**config.mk**
```make
export PLATFORM = sky130hd
export DESIGN_NAME = spimc_master
export DESIGN_NICKNAME = d
export VERILOG_FILES = /design/src/spimc_pkg.sv /design/src/spimc_master.sv /design/src/spimc_rate_gen.sv
export SDC_FILE = /design/constraint.sdc
export NUM_CORES = 1
export LEC_CHECK = 0
export ABC_AREA = 1
export BUFFER_PORTS_ARGS = -buffer_cell sky130_fd_sc_hd__buf_2
export CORE_MARGIN = 5
export CORE_UTILIZATION = 40
export DETAILED_ROUTE_END_ITERATION = 7
export GPL_ROUTABILITY_DRIVEN = 0
export PLACE_DENSITY_LB_ADDON = 0.1
export SKIP_CTS_REPAIR_TIMING = 1
export SLEW_MARGIN = 0
export SYNTH_ARGS = -nofsm -noshare
export SYNTH_HDL_FRONTEND = slang
export SYNTH_HIERARCHICAL = 1
export SYNTH_SLANG_ARGS = --single-unit
```
**constraint.sdc**
```tcl
create_clock -name clock -period 4.3 [get_ports clock]
set_input_delay 1.29 -clock clock [delete_from_list [all_inputs] [get_ports clock]]
set_output_delay 1.29 -clock clock [all_outputs]
set_load 0.01 [all_outputs]
```
**src/spimc_pkg.sv**
```systemverilog
// spimc_pkg: constants shared by the serial master control logic.
// assumes: 8-bit register port, 3-bit register index, single bus clock.
package spimc_pkg;

  localparam int ADDR_W = 3;
  localparam int DATA_W = 8;
  localparam int BITS_PER_FRAME = 8;
  localparam int HALF_EDGES = 2 * BITS_PER_FRAME;
  localparam int EDGE_W = 4;
  localparam int RATE_CNT_W = 11;

  // register indices
  localparam logic [ADDR_W-1:0] CTRL1_ADDR  = 3'h0;
  localparam logic [ADDR_W-1:0] CTRL2_ADDR  = 3'h1;
  localparam logic [ADDR_W-1:0] BAUD_ADDR   = 3'h2;
  localparam logic [ADDR_W-1:0] STATUS_ADDR = 3'h3;
  localparam logic [ADDR_W-1:0] MASK_ADDR   = 3'h4;
  localparam logic [ADDR_W-1:0] DATA_ADDR   = 3'h5;
  localparam logic [ADDR_W-1:0] PINS_ADDR   = 3'h6;

  // control 1 fields
  localparam int C1_IRQ_EN_BIT = 7;
  localparam int C1_MASTER_BIT = 4;
  localparam int C1_CLOCK_POLARITY_BIT   = 3;
  localparam int C1_CLOCK_PHASE_BIT   = 2;
  localparam int C1_SELECT_OUTPUT_ENABLE_BIT   = 1;
  localparam int C1_LSBF_BIT   = 0;

  // control 2 fields
  localparam int C2_FAULT_DETECT_ENABLE_BIT = 4;
  localparam int C2_BIDIR_BIT  = 3;
  localparam int C2_SINGLE_WIRE_PIN_CONTROL_BIT   = 0;

  // baud fields
  localparam int BAUD_PRE_LSB = 4;
  localparam int BAUD_SEL_LSB = 0;

  // status / mask fields
  localparam int ST_MODE_FAULT_FLAG_BIT = 0;
  localparam int ST_DONE_BIT = 1;

  // writable bit masks
  localparam logic [DATA_W-1:0] CTRL1_WMASK  = 8'h9F;
  localparam logic [DATA_W-1:0] CTRL2_WMASK  = 8'h19;
  localparam logic [DATA_W-1:0] BAUD_WMASK   = 8'h77;
  localparam logic [DATA_W-1:0] STATUS_WMASK = 8'h03;

  localparam logic [DATA_W-1:0] CTRL1_RESET  = 8'h00;
  localparam logic [DATA_W-1:0] CTRL2_RESET  = 8'h00;
  localparam logic [DATA_W-1:0] BAUD_RESET   = 8'h00;
  localparam logic [DATA_W-1:0] STATUS_RESET = 8'h00;
  localparam logic [DATA_W-1:0] MASK_RESET   = 8'h00;
  localparam logic [DATA_W-1:0] DATA_RESET   = 8'h00;

  typedef enum logic [2:0]
  {
    SPIMC_IDLE  = 3'b001,
    SPIMC_LEAD  = 3'b010,
    SPIMC_SHIFT = 3'b100
  } spimc_state_t;

endpackage : spimc_pkg

```
**src/spimc_master.sv**
```systemverilog
// spimc_master: serial peripheral unit in master role with register port.
// assumes: pins resolved outside from out/oe; reg port strobes are single-cycle
// and from the bus clock domain; pin inputs are asynchronous.
`timescale 1ns/10ps

// How it works
// - Transfers start only while master_select is set, which makes the unit the master.
// - A data write in master role loads the shift register when it is empty and shifts it out.
// - The serial clock rate comes from the three rate-select and three preselect bits together.
// - In master role the unit drives the serial clock pin to clock the remote slave.
// - Data pin roles follow the single-wire pin control and bidirectional output enable bits.
// - With fault detect and select output enabled, the select pin is an output low per transfer.
// - With fault detect on and select output off, a low select input is a mode fault.
// - A mode fault clears master_select and releases every pin to input.
// - A mode fault abandons any transfer in progress and returns the unit to idle.
// - A mode fault sets the mode fault flag and requests an interrupt when enabled.
// - After a data write the unit waits two half periods (one full serial clock period) before clocking.
// - Changing format, select, fault or rate bits in master role aborts and forces idle.
module spimc_master
(
  input  wire logic                         clock,
  input  wire logic                         reset,
  input  wire logic [spimc_pkg::ADDR_W-1:0] reg_addr,
  input  wire logic [spimc_pkg::DATA_W-1:0] reg_wdata,
  input  wire logic                         reg_write,
  input  wire logic                         reg_read,
  output logic      [spimc_pkg::DATA_W-1:0] reg_rdata,
  output logic                              irq,
  input  wire logic                         sck_in,
  output logic                              sck_out,
  output logic                              sck_oe,
  input  wire logic                         mosi_in,
  output logic                              mosi_out,
  output logic                              mosi_oe,
  input  wire logic                         miso_in,
  output logic                              miso_out,
  output logic                              miso_oe,
  input  wire logic                         ss_in,
  output logic                              ss_out,
  output logic                              ss_oe
);

  localparam int DW = spimc_pkg::DATA_W;
  localparam int EW = spimc_pkg::EDGE_W;

  function automatic logic hit(input logic [spimc_pkg::ADDR_W-1:0] a,
                               input logic [spimc_pkg::ADDR_W-1:0] off);
    hit = (a == off);
  endfunction : hit

  // pin synchronisers, first stage read only by the second
  logic [3:0] pin_meta;
  logic [3:0] pin_sync;
  logic       sck_sync;
  logic       mosi_sync;
  logic       miso_sync;
  logic       ss_sync;

  always_ff @(posedge clock or posedge reset)
  begin
    if (reset)
    begin
      pin_meta <= 4'hF;
      pin_sync <= 4'hF;
    end
    else
    begin
      pin_meta <= {sck_in, mosi_in, miso_in, ss_in};
      pin_sync <= pin_meta;
    end
  end

  assign {sck_sync, mosi_sync, miso_sync, ss_sync} = pin_sync;

  // register group
  logic [DW-1:0] ctrl1;
  logic [DW-1:0] ctrl2;
  logic [DW-1:0] baud;
  logic [DW-1:0] status;
  logic [DW-1:0] mask;
  logic [DW-1:0] rx_data;
  logic [DW-1:0] next_ctrl1;
  logic [DW-1:0] next_ctrl2;
  logic [DW-1:0] next_baud;
  logic [DW-1:0] next_status;
  logic [DW-1:0] next_mask;
  logic [DW-1:0] next_rdata;

  logic master;
  logic clock_polarity;
  logic clock_phase;
  logic select_output_enable;
  logic lsbf;
  logic fault_detect_enable;
  logic bidir_oe;
  logic single_wire_pin_control;
  logic mode_fault;
  logic cfg_abort;
  logic data_write;
  logic frame_done;
  logic [DW-1:0] frame_rx;

  assign master   = ctrl1[spimc_pkg::C1_MASTER_BIT];
  assign clock_polarity     = ctrl1[spimc_pkg::C1_CLOCK_POLARITY_BIT];
  assign clock_phase     = ctrl1[spimc_pkg::C1_CLOCK_PHASE_BIT];
  assign select_output_enable     = ctrl1[spimc_pkg::C1_SELECT_OUTPUT_ENABLE_BIT];
  assign lsbf     = ctrl1[spimc_pkg::C1_LSBF_BIT];
  assign fault_detect_enable   = ctrl2[spimc_pkg::C2_FAULT_DETECT_ENABLE_BIT];
  assign bidir_oe = ctrl2[spimc_pkg::C2_BIDIR_BIT];
  assign single_wire_pin_control     = ctrl2[spimc_pkg::C2_SINGLE_WIRE_PIN_CONTROL_BIT];

  // low select input while acting as master with detection on
  assign mode_fault = master && fault_detect_enable && !select_output_enable && !ss_sync;

  assign data_write = reg_write && hit(reg_addr, spimc_pkg::DATA_ADDR) && master;

  // any change of format or rate bits in master role kills the frame
  always_comb
  begin
    logic [DW-1:0] d1;
    logic [DW-1:0] d2;
    d1 = '0;
    d2 = '0;
    cfg_abort = 1'b0;
    if (reg_write && master)
    begin
      if (hit(reg_addr, spimc_pkg::CTRL1_ADDR))
      begin
        d1 = (reg_wdata ^ ctrl1) & spimc_pkg::CTRL1_WMASK;
        cfg_abort = d1[spimc_pkg::C1_CLOCK_POLARITY_BIT] | d1[spimc_pkg::C1_CLOCK_PHASE_BIT]
                  | d1[spimc_pkg::C1_SELECT_OUTPUT_ENABLE_BIT] | d1[spimc_pkg::C1_LSBF_BIT];
      end
      if (hit(reg_addr, spimc_pkg::CTRL2_ADDR))
      begin
        d2 = (reg_wdata ^ ctrl2) & spimc_pkg::CTRL2_WMASK;
        cfg_abort = d2[spimc_pkg::C2_FAULT_DETECT_ENABLE_BIT] | d2[spimc_pkg::C2_SINGLE_WIRE_PIN_CONTROL_BIT]
                  | (d2[spimc_pkg::C2_BIDIR_BIT] & single_wire_pin_control);
      end
      if (hit(reg_addr, spimc_pkg::BAUD_ADDR))
      begin
        cfg_abort = |((reg_wdata ^ baud) & spimc_pkg::BAUD_WMASK);
      end
    end
  end

  always_comb
  begin
    next_ctrl1 = ctrl1;
    next_ctrl2 = ctrl2;
    next_baud = baud;
    next_mask = mask;
    next_status = status;
    next_rdata = '0;
    if (reg_write)
    begin
      case (reg_addr)
        spimc_pkg::CTRL1_ADDR: next_ctrl1 = reg_wdata & spimc_pkg::CTRL1_WMASK;
        spimc_pkg::CTRL2_ADDR: next_ctrl2 = reg_wdata & spimc_pkg::CTRL2_WMASK;
        spimc_pkg::BAUD_ADDR:  next_baud = reg_wdata & spimc_pkg::BAUD_WMASK;
        spimc_pkg::MASK_ADDR:  next_mask = reg_wdata & spimc_pkg::STATUS_WMASK;
        default:               next_mask = mask;
      endcase
    end
    if (reg_read)
    begin
      case (reg_addr)
        spimc_pkg::CTRL1_ADDR:  next_rdata = ctrl1;
        spimc_pkg::CTRL2_ADDR:  next_rdata = ctrl2;
        spimc_pkg::BAUD_ADDR:   next_rdata = baud;
        spimc_pkg::STATUS_ADDR: next_rdata = status;
        spimc_pkg::MASK_ADDR:   next_rdata = mask;
        spimc_pkg::DATA_ADDR:   next_rdata = rx_data;
        spimc_pkg::PINS_ADDR:   next_rdata = {4'h0, pin_sync};
        default:                next_rdata = '0;
      endcase
      // read of status clears it; sets below still win
      if (hit(reg_addr, spimc_pkg::STATUS_ADDR))
      begin
        next_status = '0;
      end
    end
    if (mode_fault)
    begin
      next_ctrl1[spimc_pkg::C1_MASTER_BIT] = 1'b0;
      next_status[spimc_pkg::ST_MODE_FAULT_FLAG_BIT] = 1'b1;
    end
    if (frame_done)
    begin
      next_status[spimc_pkg::ST_DONE_BIT] = 1'b1;
    end
  end

  always_ff @(posedge clock or posedge reset)
  begin
    if (reset)
    begin
      ctrl1 <= spimc_pkg::CTRL1_RESET;
      ctrl2 <= spimc_pkg::CTRL2_RESET;
      baud <= spimc_pkg::BAUD_RESET;
      status <= spimc_pkg::STATUS_RESET;
      mask <= spimc_pkg::MASK_RESET;
      reg_rdata <= '0;
    end
    else
    begin
      ctrl1 <= next_ctrl1;
      ctrl2 <= next_ctrl2;
      baud <= next_baud;
      status <= next_status;
      mask <= next_mask;
      reg_rdata <= next_rdata;
    end
  end

  // global enable gates the masked sticky bits onto one level
  assign irq = ctrl1[spimc_pkg::C1_IRQ_EN_BIT] && |(status & mask);

  // shift engine group
  spimc_pkg::spimc_state_t state;
  spimc_pkg::spimc_state_t next_state;
  logic [DW-1:0] shreg;
  logic [DW-1:0] next_shreg;
  logic [DW-1:0] hold_buf;
  logic [DW-1:0] next_hold_buf;
  logic          hold_full;
  logic          next_hold_full;
  logic [EW-1:0] edge_idx;
  logic [EW-1:0] next_edge_idx;
  logic          sck_level;
  logic          next_sck_level;
  logic          rx_bit;
  logic          next_rx_bit;
  logic [DW-1:0] next_rx_data;
  logic          restart;
  logic          tick;
  logic          rx_pin;

  spimc_rate_gen u_rate
  (
    .clock     (clock),
    .reset     (reset),
    .restart   (restart),
    .preselect (baud[spimc_pkg::BAUD_PRE_LSB +: 3]),
    .select    (baud[spimc_pkg::BAUD_SEL_LSB +: 3]),
    .tick      (tick)
  );

  // single-wire mode receives on the shared data pin
  assign rx_pin = single_wire_pin_control ? mosi_sync : miso_sync;

  function automatic logic [DW-1:0] shift_in(input logic [DW-1:0] sr,
                                            input logic          b,
                                            input logic          lsb_first);
    shift_in = lsb_first ? {b, sr[DW-1:1]} : {sr[DW-2:0], b};
  endfunction : shift_in

  always_comb
  begin
    next_state = state;
    next_shreg = shreg;
    next_hold_buf = hold_buf;
    next_hold_full = hold_full;
    next_edge_idx = edge_idx;
    next_sck_level = sck_level;
    next_rx_bit = rx_bit;
    next_rx_data = rx_data;
    restart = 1'b0;
    frame_done = 1'b0;
    frame_rx = '0;
    case (state)
      spimc_pkg::SPIMC_IDLE:
      begin
        next_sck_level = clock_polarity;
        if (data_write)
        begin
          next_shreg = reg_wdata;
          next_state = spimc_pkg::SPIMC_LEAD;
          restart = 1'b1;
        end
      end
      spimc_pkg::SPIMC_LEAD:
      begin
        if (tick)
        begin
          next_state = spimc_pkg::SPIMC_SHIFT;
          next_edge_idx = '0;
        end
      end
      spimc_pkg::SPIMC_SHIFT:
      begin
        if (tick)
        begin
          next_sck_level = !sck_level;
          next_edge_idx = edge_idx + EW'(1);
          if (edge_idx[0] == clock_phase)
          begin
            next_rx_bit = rx_pin;
          end
          else if (edge_idx != '0)
          begin
            next_shreg = shift_in(shreg, rx_bit, lsbf);
          end
          if (edge_idx == EW'(spimc_pkg::HALF_EDGES - 1))
          begin
            // phase 1 samples on the last edge, so finish that shift here
            frame_rx = clock_phase ? shift_in(shreg, rx_pin, lsbf) : shift_in(shreg, rx_bit, lsbf);
            next_rx_data = frame_rx;
            frame_done = 1'b1;
            next_state = spimc_pkg::SPIMC_IDLE;
            if (hold_full)
            begin
              next_shreg = hold_buf;
              next_hold_full = 1'b0;
              next_state = spimc_pkg::SPIMC_LEAD;
              restart = 1'b1;
            end
          end
        end
      end
      default:
      begin
        next_state = spimc_pkg::SPIMC_IDLE;
      end
    endcase
    if (data_write && state != spimc_pkg::SPIMC_IDLE)
    begin
      next_hold_buf = reg_wdata;
      next_hold_full = 1'b1;
    end
    if (mode_fault || cfg_abort || !master)
    begin
      next_state = spimc_pkg::SPIMC_IDLE;
      next_hold_full = 1'b0;
      next_sck_level = cfg_abort ? reg_wdata[spimc_pkg::C1_CLOCK_POLARITY_BIT] & hit(reg_addr,
                       spimc_pkg::CTRL1_ADDR) | clock_polarity & !hit(reg_addr, spimc_pkg::CTRL1_ADDR)
                       : clock_polarity;
      frame_done = 1'b0;
    end
  end

  always_ff @(posedge clock or posedge reset)
  begin
    if (reset)
    begin
      state <= spimc_pkg::SPIMC_IDLE;
      shreg <= '0;
      hold_buf <= '0;
      hold_full <= 1'b0;
      edge_idx <= '0;
      sck_level <= 1'b0;
      rx_bit <= 1'b0;
      rx_data <= spimc_pkg::DATA_RESET;
    end
    else
    begin
      state <= next_state;
      shreg <= next_shreg;
      hold_buf <= next_hold_buf;
      hold_full <= next_hold_full;
      edge_idx <= next_edge_idx;
      sck_level <= next_sck_level;
      rx_bit <= next_rx_bit;
      rx_data <= next_rx_data;
    end
  end

  // pin drive; all released when not master
  always_comb
  begin
    sck_out = sck_level;
    sck_oe = master;
    mosi_out = lsbf ? shreg[0] : shreg[DW-1];
    mosi_oe = master && (!single_wire_pin_control || bidir_oe);
    miso_out = 1'b0;
    miso_oe = 1'b0;
    ss_out = (state == spimc_pkg::SPIMC_IDLE);
    ss_oe = master && fault_detect_enable && select_output_enable;
  end

endmodule : spimc_master

```
**src/spimc_rate_gen.sv**
```systemverilog
// spimc_rate_gen: half-period tick generator for the serial clock.
// assumes: restart is a one-cycle pulse from the same clock domain.
`timescale 1ns/10ps
module spimc_rate_gen
#(
  parameter int CNT_W = spimc_pkg::RATE_CNT_W
)
(
  input  wire logic       clock,
  input  wire logic       reset,
  input  wire logic       restart,
  input  wire logic [2:0] preselect,
  input  wire logic [2:0] select,
  output logic            tick
);

  logic [CNT_W-1:0] count;
  logic [CNT_W-1:0] next_count;
  logic [CNT_W-1:0] limit;
  logic             next_tick;

  // half period = (preselect + 1) * 2^select bus clocks
  always_comb
  begin
    limit = CNT_W'((({{(CNT_W-3){1'b0}}, preselect} + CNT_W'(1)) << select) - CNT_W'(1));
    next_tick = 1'b0;
    next_count = count + CNT_W'(1);
    if (restart)
    begin
      next_count = '0;
    end
    else if (count >= limit)
    begin
      next_count = '0;
      next_tick = 1'b1;
    end
  end

  always_ff @(posedge clock or posedge reset)
  begin
    if (reset)
    begin
      count <= '0;
      tick <= 1'b0;
    end
    else
    begin
      count <= next_count;
      tick <= next_tick;
    end
  end

endmodule : spimc_rate_gen

```
### Word-level counts from Yosys, hierarchy flattened

Index checks and enable logic that the tools add are counted.

| word-level totals | value |
|---|---|
| flip-flop bits (word level) | 81 |
| latch bits | 0 |
| RAM bits | 0 |
| ROM bits | 0 |
| bits of input ports | 19 |
| output and inout port bits | 17 |
| logic and storage cells | 164 |
| memories kept | 0 |

| cells by class | value |
|---|---|
| $add $sub $neg | 4 |
| multiply operators | 0 |
| divide/modulo/power cells | 0 |
| $lt $le $gt $ge | 1 |
| equality and inequality tests | 19 |
| shifts and indexed selects | 1 |
| multiplexer cells | 57 |
| bitwise gates (word level) | 13 |
| reductions and logical operators | 49 |

Operator list:

| kind | count |
|---|---|
| $mux 8 | 10 |
| $pmux 8 s7 | 1 |
| $mux 1 | 27 |
| $mux 11 | 2 |
| $pmux 8 s2 | 1 |
| $reduce_and 2->1 | 8 |
| $reduce_bool 2->1 | 8 |
| $mux 3 | 5 |
| $reduce_and 3->1 | 5 |
| $eq 3x3->1 const B | 4 |
| $reduce_bool 3->1 | 4 |
| $add 11x1->11 const B | 1 |
| $ge 11x11->1 | 1 |
| $shl 11x3->11 | 1 |
| $sub 11x1->11 const B | 1 |
| $logic_and 1x1->1 | 10 |
| $mux 5 | 2 |
| $eq 3x2->1 const B | 3 |
| $pmux 3 s3 | 1 |
| $mux 4 | 2 |
| $pmux 4 s2 | 1 |
| $reduce_or 8->1 | 1 |
| $xor 7x7->7 | 1 |
| $eq 3x1->1 const B | 2 |
| other kinds (21) | 42 |

### Longest topological paths before layout

| logic depth | value |
|---|---|
| depth in word-level cells | 13 |
| mapped depth | 21 |
| gate-level depth less buffers | 21 |

### By module

Netlist, hierarchy kept.

Modules (own cells, without submodules):

| module | instances | cells each | area an instance (um^2) | seq. area each (um^2) |
|---|---|---|---|---|
| spimc_master | 1 | 443 | 3563.4 | 1737.9 |
| spimc_rate_gen | 1 | 197 | 1378.8 | 300.3 |

### Least setup slack after synthesis

No wires, ideal clock.

| timing path | value |
|---|---|
| path kind | register -> register |
| start point | register baud[4] |
| end point | register u_rate.count[5] |
| library setup time | 0.086 ns |
| data arrival time | 2.885 ns |
| data required time | 4.214 ns |
| slack | 1.329 ns |
| stages on the path, launching flop included | 19 |
| path buffers | 1 |
| period minus slack after synthesis | 2.971 ns |
| cell sequence | dfrtp_1 -> ha_1 -> o21ai_2 -> nor2_2 -> nand2_2 -> ha_1 -> nand3_2 -> nor2_4 -> nand2_1 -> nand2_1 -> nand2_1 -> ha_1 -> a21oi_1 -> o21ai_0 -> a21oi_1 -> nand3_1 -> or2_1 -> buf_2 -> nor3_1 |

| between the ends | value |
|---|---|
| longest elaborated chain between the ends | 6 |

RTL lines:

| element | line | text |
|---|---|---|
| from (decl) | spimc_master.sv:78 | `logic [DW-1:0] baud;` |
| from (signal assigned) | spimc_master.sv:199 | `baud <= spimc_pkg::BAUD_RESET;` |
| from (signal assigned) | spimc_master.sv:208 | `baud <= next_baud;` |
| $add 3x1->4 | spimc_rate_gen.sv:25 | `limit = CNT_W'((({{(CNT_W-3){1'b0}}, preselect} + CNT_W'(1)) << select) - CNT_W'(1));` |
| $shl 11x3->11 | spimc_rate_gen.sv:25 |  |
| $sub 11x1->11 | spimc_rate_gen.sv:25 |  |
| $ge 11x11->1 | spimc_rate_gen.sv:32 | `else if (count >= limit)` |
| $mux 11 | spimc_rate_gen.sv:32 |  |
| $mux 11 | spimc_rate_gen.sv:28 | `if (restart)` |
| net u_rate.next_count[5] | spimc_rate_gen.sv:18 | `logic [CNT_W-1:0] next_count;` |
| to (signal assigned) | spimc_rate_gen.sv:48 | `count <= next_count;` |
| to (decl) | spimc_rate_gen.sv:17 | `logic [CNT_W-1:0] count;` |

The timed path passes the listed nets, and every way through them passes these cells.
A chain may end at the register's enable or synchronous reset.

### Worst setup path in the final report

| timing path | value |
|---|---|
| start point | register baud[4] |
| end point | register u_rate.count[3] |

The elaborated chain is that of the path after synthesis.

==> reports/metrics.yaml <==
cts_root_buf: "clkbuf_16"
final_core_utilization_pct: 45.7
holdPathStages: 0
grt_pass1_wl_um: 21200
start_util_pct: 41.0
cts.clk_slew.worst_paths_ns: 0.07
rsz0062_at_grt: "no"
vias_per_cell: 5.11
p_per_area_nw_per_um2: 493
grt_pass1_vias: 4295
synth.ff_latch_count: 81
grt_max_degree: 31
synth_seq_area_share_pct: 41.2
synthDistinctLibCells: 49
core_area_sq_um: 12100
drt_pre_antenna_iters: 4
timing_worst_slew_pin_value_ns: 0.788
finalSetupViolations: 0
fin_tns_setup_ns: 0
async_flop_share_pct: 100
criticalPathCategory: "reg -> reg"
grt_use_total_pct: 18.2
dieArea_sq_um: 14700
cpMostUsedCell: "ha_1"
ant_nets: 0
route.detailed.drc: 0
synth_flop_cell: "dfrtp_1"
synthTopCellsByArea: "dfrtp_1 36%, nand2_1 12%, o21ai_0 7.0%"
syn_area_per_cell_sq_um: 7.72
maxSlewViolCount: 0
hold_viol: 0
period_minus_slack_ns: 3.37
portBuffers: 33
worst_setup_path_end_kind: "flip-flop"
stdcell_area_sq_um: 5510
syn2layout_area_growth_pct: 11.4
clk-insertion-delay-late_ns: 0.34
synth_area_sq_um: 4940
grt_overflow: 0
cts_max_level: 3
multi_input_area_sq_um: 2480
peakVddDrop_uv: 196
pin_count: 36
antenna_found_initial: 0
tritoncts: "yes"
synth_edf_count: 0
num-fill-cells: 1223
crit_chain: "ha_1 -> o21ai_2 -> nor2_2 -> nand2_2 -> ha_1 -> nand3_2 -> nor2_4 -> nand3_2 -> nand2_1 -> nand2_1 -> ha_1 -> a21oi_1 -> o21ai_0 -> a21oi_1 -> nand3_1 -> or2_1 -> nor3_1"
clock-skew-final_ns: 0.00784
vias: 4306
avgRoutedWirePerCell_um: 14.7
register_area_sq_um: 2040
ys_top_cells_by_count: "158 x nand2_1, 72 x dfrtp_1, 72 x inv_1"
hp-class: "reg -> reg"
fin_crit_sh_pct: 78.4
fin_cells: 842
nNetsFinal: 704
leakage_nw: 2.59
diodes: 0
drive_gt1_share_pct: 15.3
ys_warn_count: 6
synth_top_area_share_pct: 36.5
drtIter0Drc: 265
outcome: "complete, no violations"
rows: 40
post_dp_cell_area_sq_um: 5210
die_h_um: 121
post-place-cells: 826
synth_most_common_cell: "nand2_1"
arrival_ns: 3.63
dp_hpwl_um: 9410
cp-start-kind: "flip-flop"
critPathRequiredTime_ns: 4.55
yosys.area.top_type: "dfrtp_1"
crit_fanout: 10
die_x_um: 121
cts_made_buffers: 9
clock_path_buffers: 2
whs_ns: 0.356
cp_slowest_cell: "dfrtp_1"
syn-instance-count: 640
relSlewSlack_pct: 47.3
drt-total-wl_um: 12400
max_freq_mhz: 296
reg2reg_depth: 17
cpPeakStageDelay_ns: 0.51
cts.sinks: 81
maxCapViolations: 0
## cells in the final DEF (no fill, tap or decap), types with 2 or more instances in the layout
master,n
nand2_1,158
dfrtp_1,72
inv_1,71
o21ai_0,69
nor2_1,49
nand3_1,39
buf_2,33
a21oi_1,24
ha_1,16
o22ai_1,12
xor2_1,11
nand2_2,10
xnor2_1,10
nand4_1,9
clkbuf_16,9
dfstp_2,9
nor3_1,8
nand3_2,6
nor2_2,5
inv_2,5
inv_6,4
a31oi_1,3
nor2_4,3
a22oi_1,3
o21ai_2,3
a221oi_1,3
clkinv_1,2
o22ai_2,2
conb_1,2
buf_4,2
nand3b_1,2
## where the power goes
| group | internal [mW] | switching, mW | total [mW] |
|---|---|---|---|
| Combinational | 0.346 | 0.569 | 0.915 |
| Sequential | 0.889 | 0.144 | 1.03 |
| Clock | 0.409 | 0.359 | 0.767 |
## metal layers
metal | GRT usage (%) | part of all wire (%) | vias up
met5 | 0 | 0 | -
met1 | 24.3 | 47 | 2034
li1 | - | - | 2166
met2 | 29.9 | 47 | 88
met3 | 3.45 | 3.8 | 18
met4 | 5.74 | 1.7 | 0
## path summary, 6_finish.rpt
| kind | startpoint | to | slack, ns |
|---|---|---|---|
| max | baud[4]$_DFFE_PP0P_ | u_rate/count[3]$_DFF_PP0_ | 0.93 |
| min in group asynchronous | reset | u_rate/count[5]$_DFF_PP0_ | 0.96 |
| max in group asynchronous | reset | pin_sync[2]$_DFF_PP1_ | 2.47 |
| max reg2reg | baud[4]$_DFFE_PP0P_ | u_rate/count[3]$_DFF_PP0_ | 0.93 |
| min | pin_meta[3]$_DFF_PP1_ | pin_sync[3]$_DFF_PP1_ | 0.36 |
| min reg2reg | pin_meta[3]$_DFF_PP1_ | pin_sync[3]$_DFF_PP1_ | 0.36 |
## sequential cells by signal, indices dropped and copies added (netlist names), 4 cells and up
name          count
ctrl1             6
pin_meta          4
shreg             8
pin_sync          4
hold_buf          8
edge_idx          4
rx_data           8
u_rate/count     11
reg_rdata         8
baud              6
## kinds of logic after synthesis
group | synth area share, %
compound gates | 14.8
xor+xnor | 3.72
fa+ha+maj | 4.05
buf+inv | 8.56
flops | 41.2
other cells | 0.0759
simple gates | 27.5
## cell type report
| cell class | count | area share, % |
|---|---|---|
| Inverter | 79 | 5.43 |
| Multi-Input combinational cell | 463 | 45.1 |
| Sequential cell | 81 | 37.0 |
| Timing Repair Buffer | 35 | 3.27 |
| Tap cell | 168 | 3.82 |
| Clock buffer | 9 | 4.09 |
| Clock inverter | 7 | 1.27 |
## worst max-delay path: cells and delay by family (launching register included)
kind / cells / cell delay [ns]
adders and majority gates: 3 / 0.93
and+or+nand+nor: 10 / 1.33
AOI/OAI and AO/OA: 4 / 0.52
DFF: 1 / 0.51
## metrics by stage
step	setup slack (ns)	total power [mW]
finish	0.927	2.72
global placement	1.12	1.93
CTS	0.929	2.74
detailed placement	0.961	1.96
global route	0.685	2.93
floorplan	1.29	1.74
No activity file was read; power rests on OpenSTA's default activity.
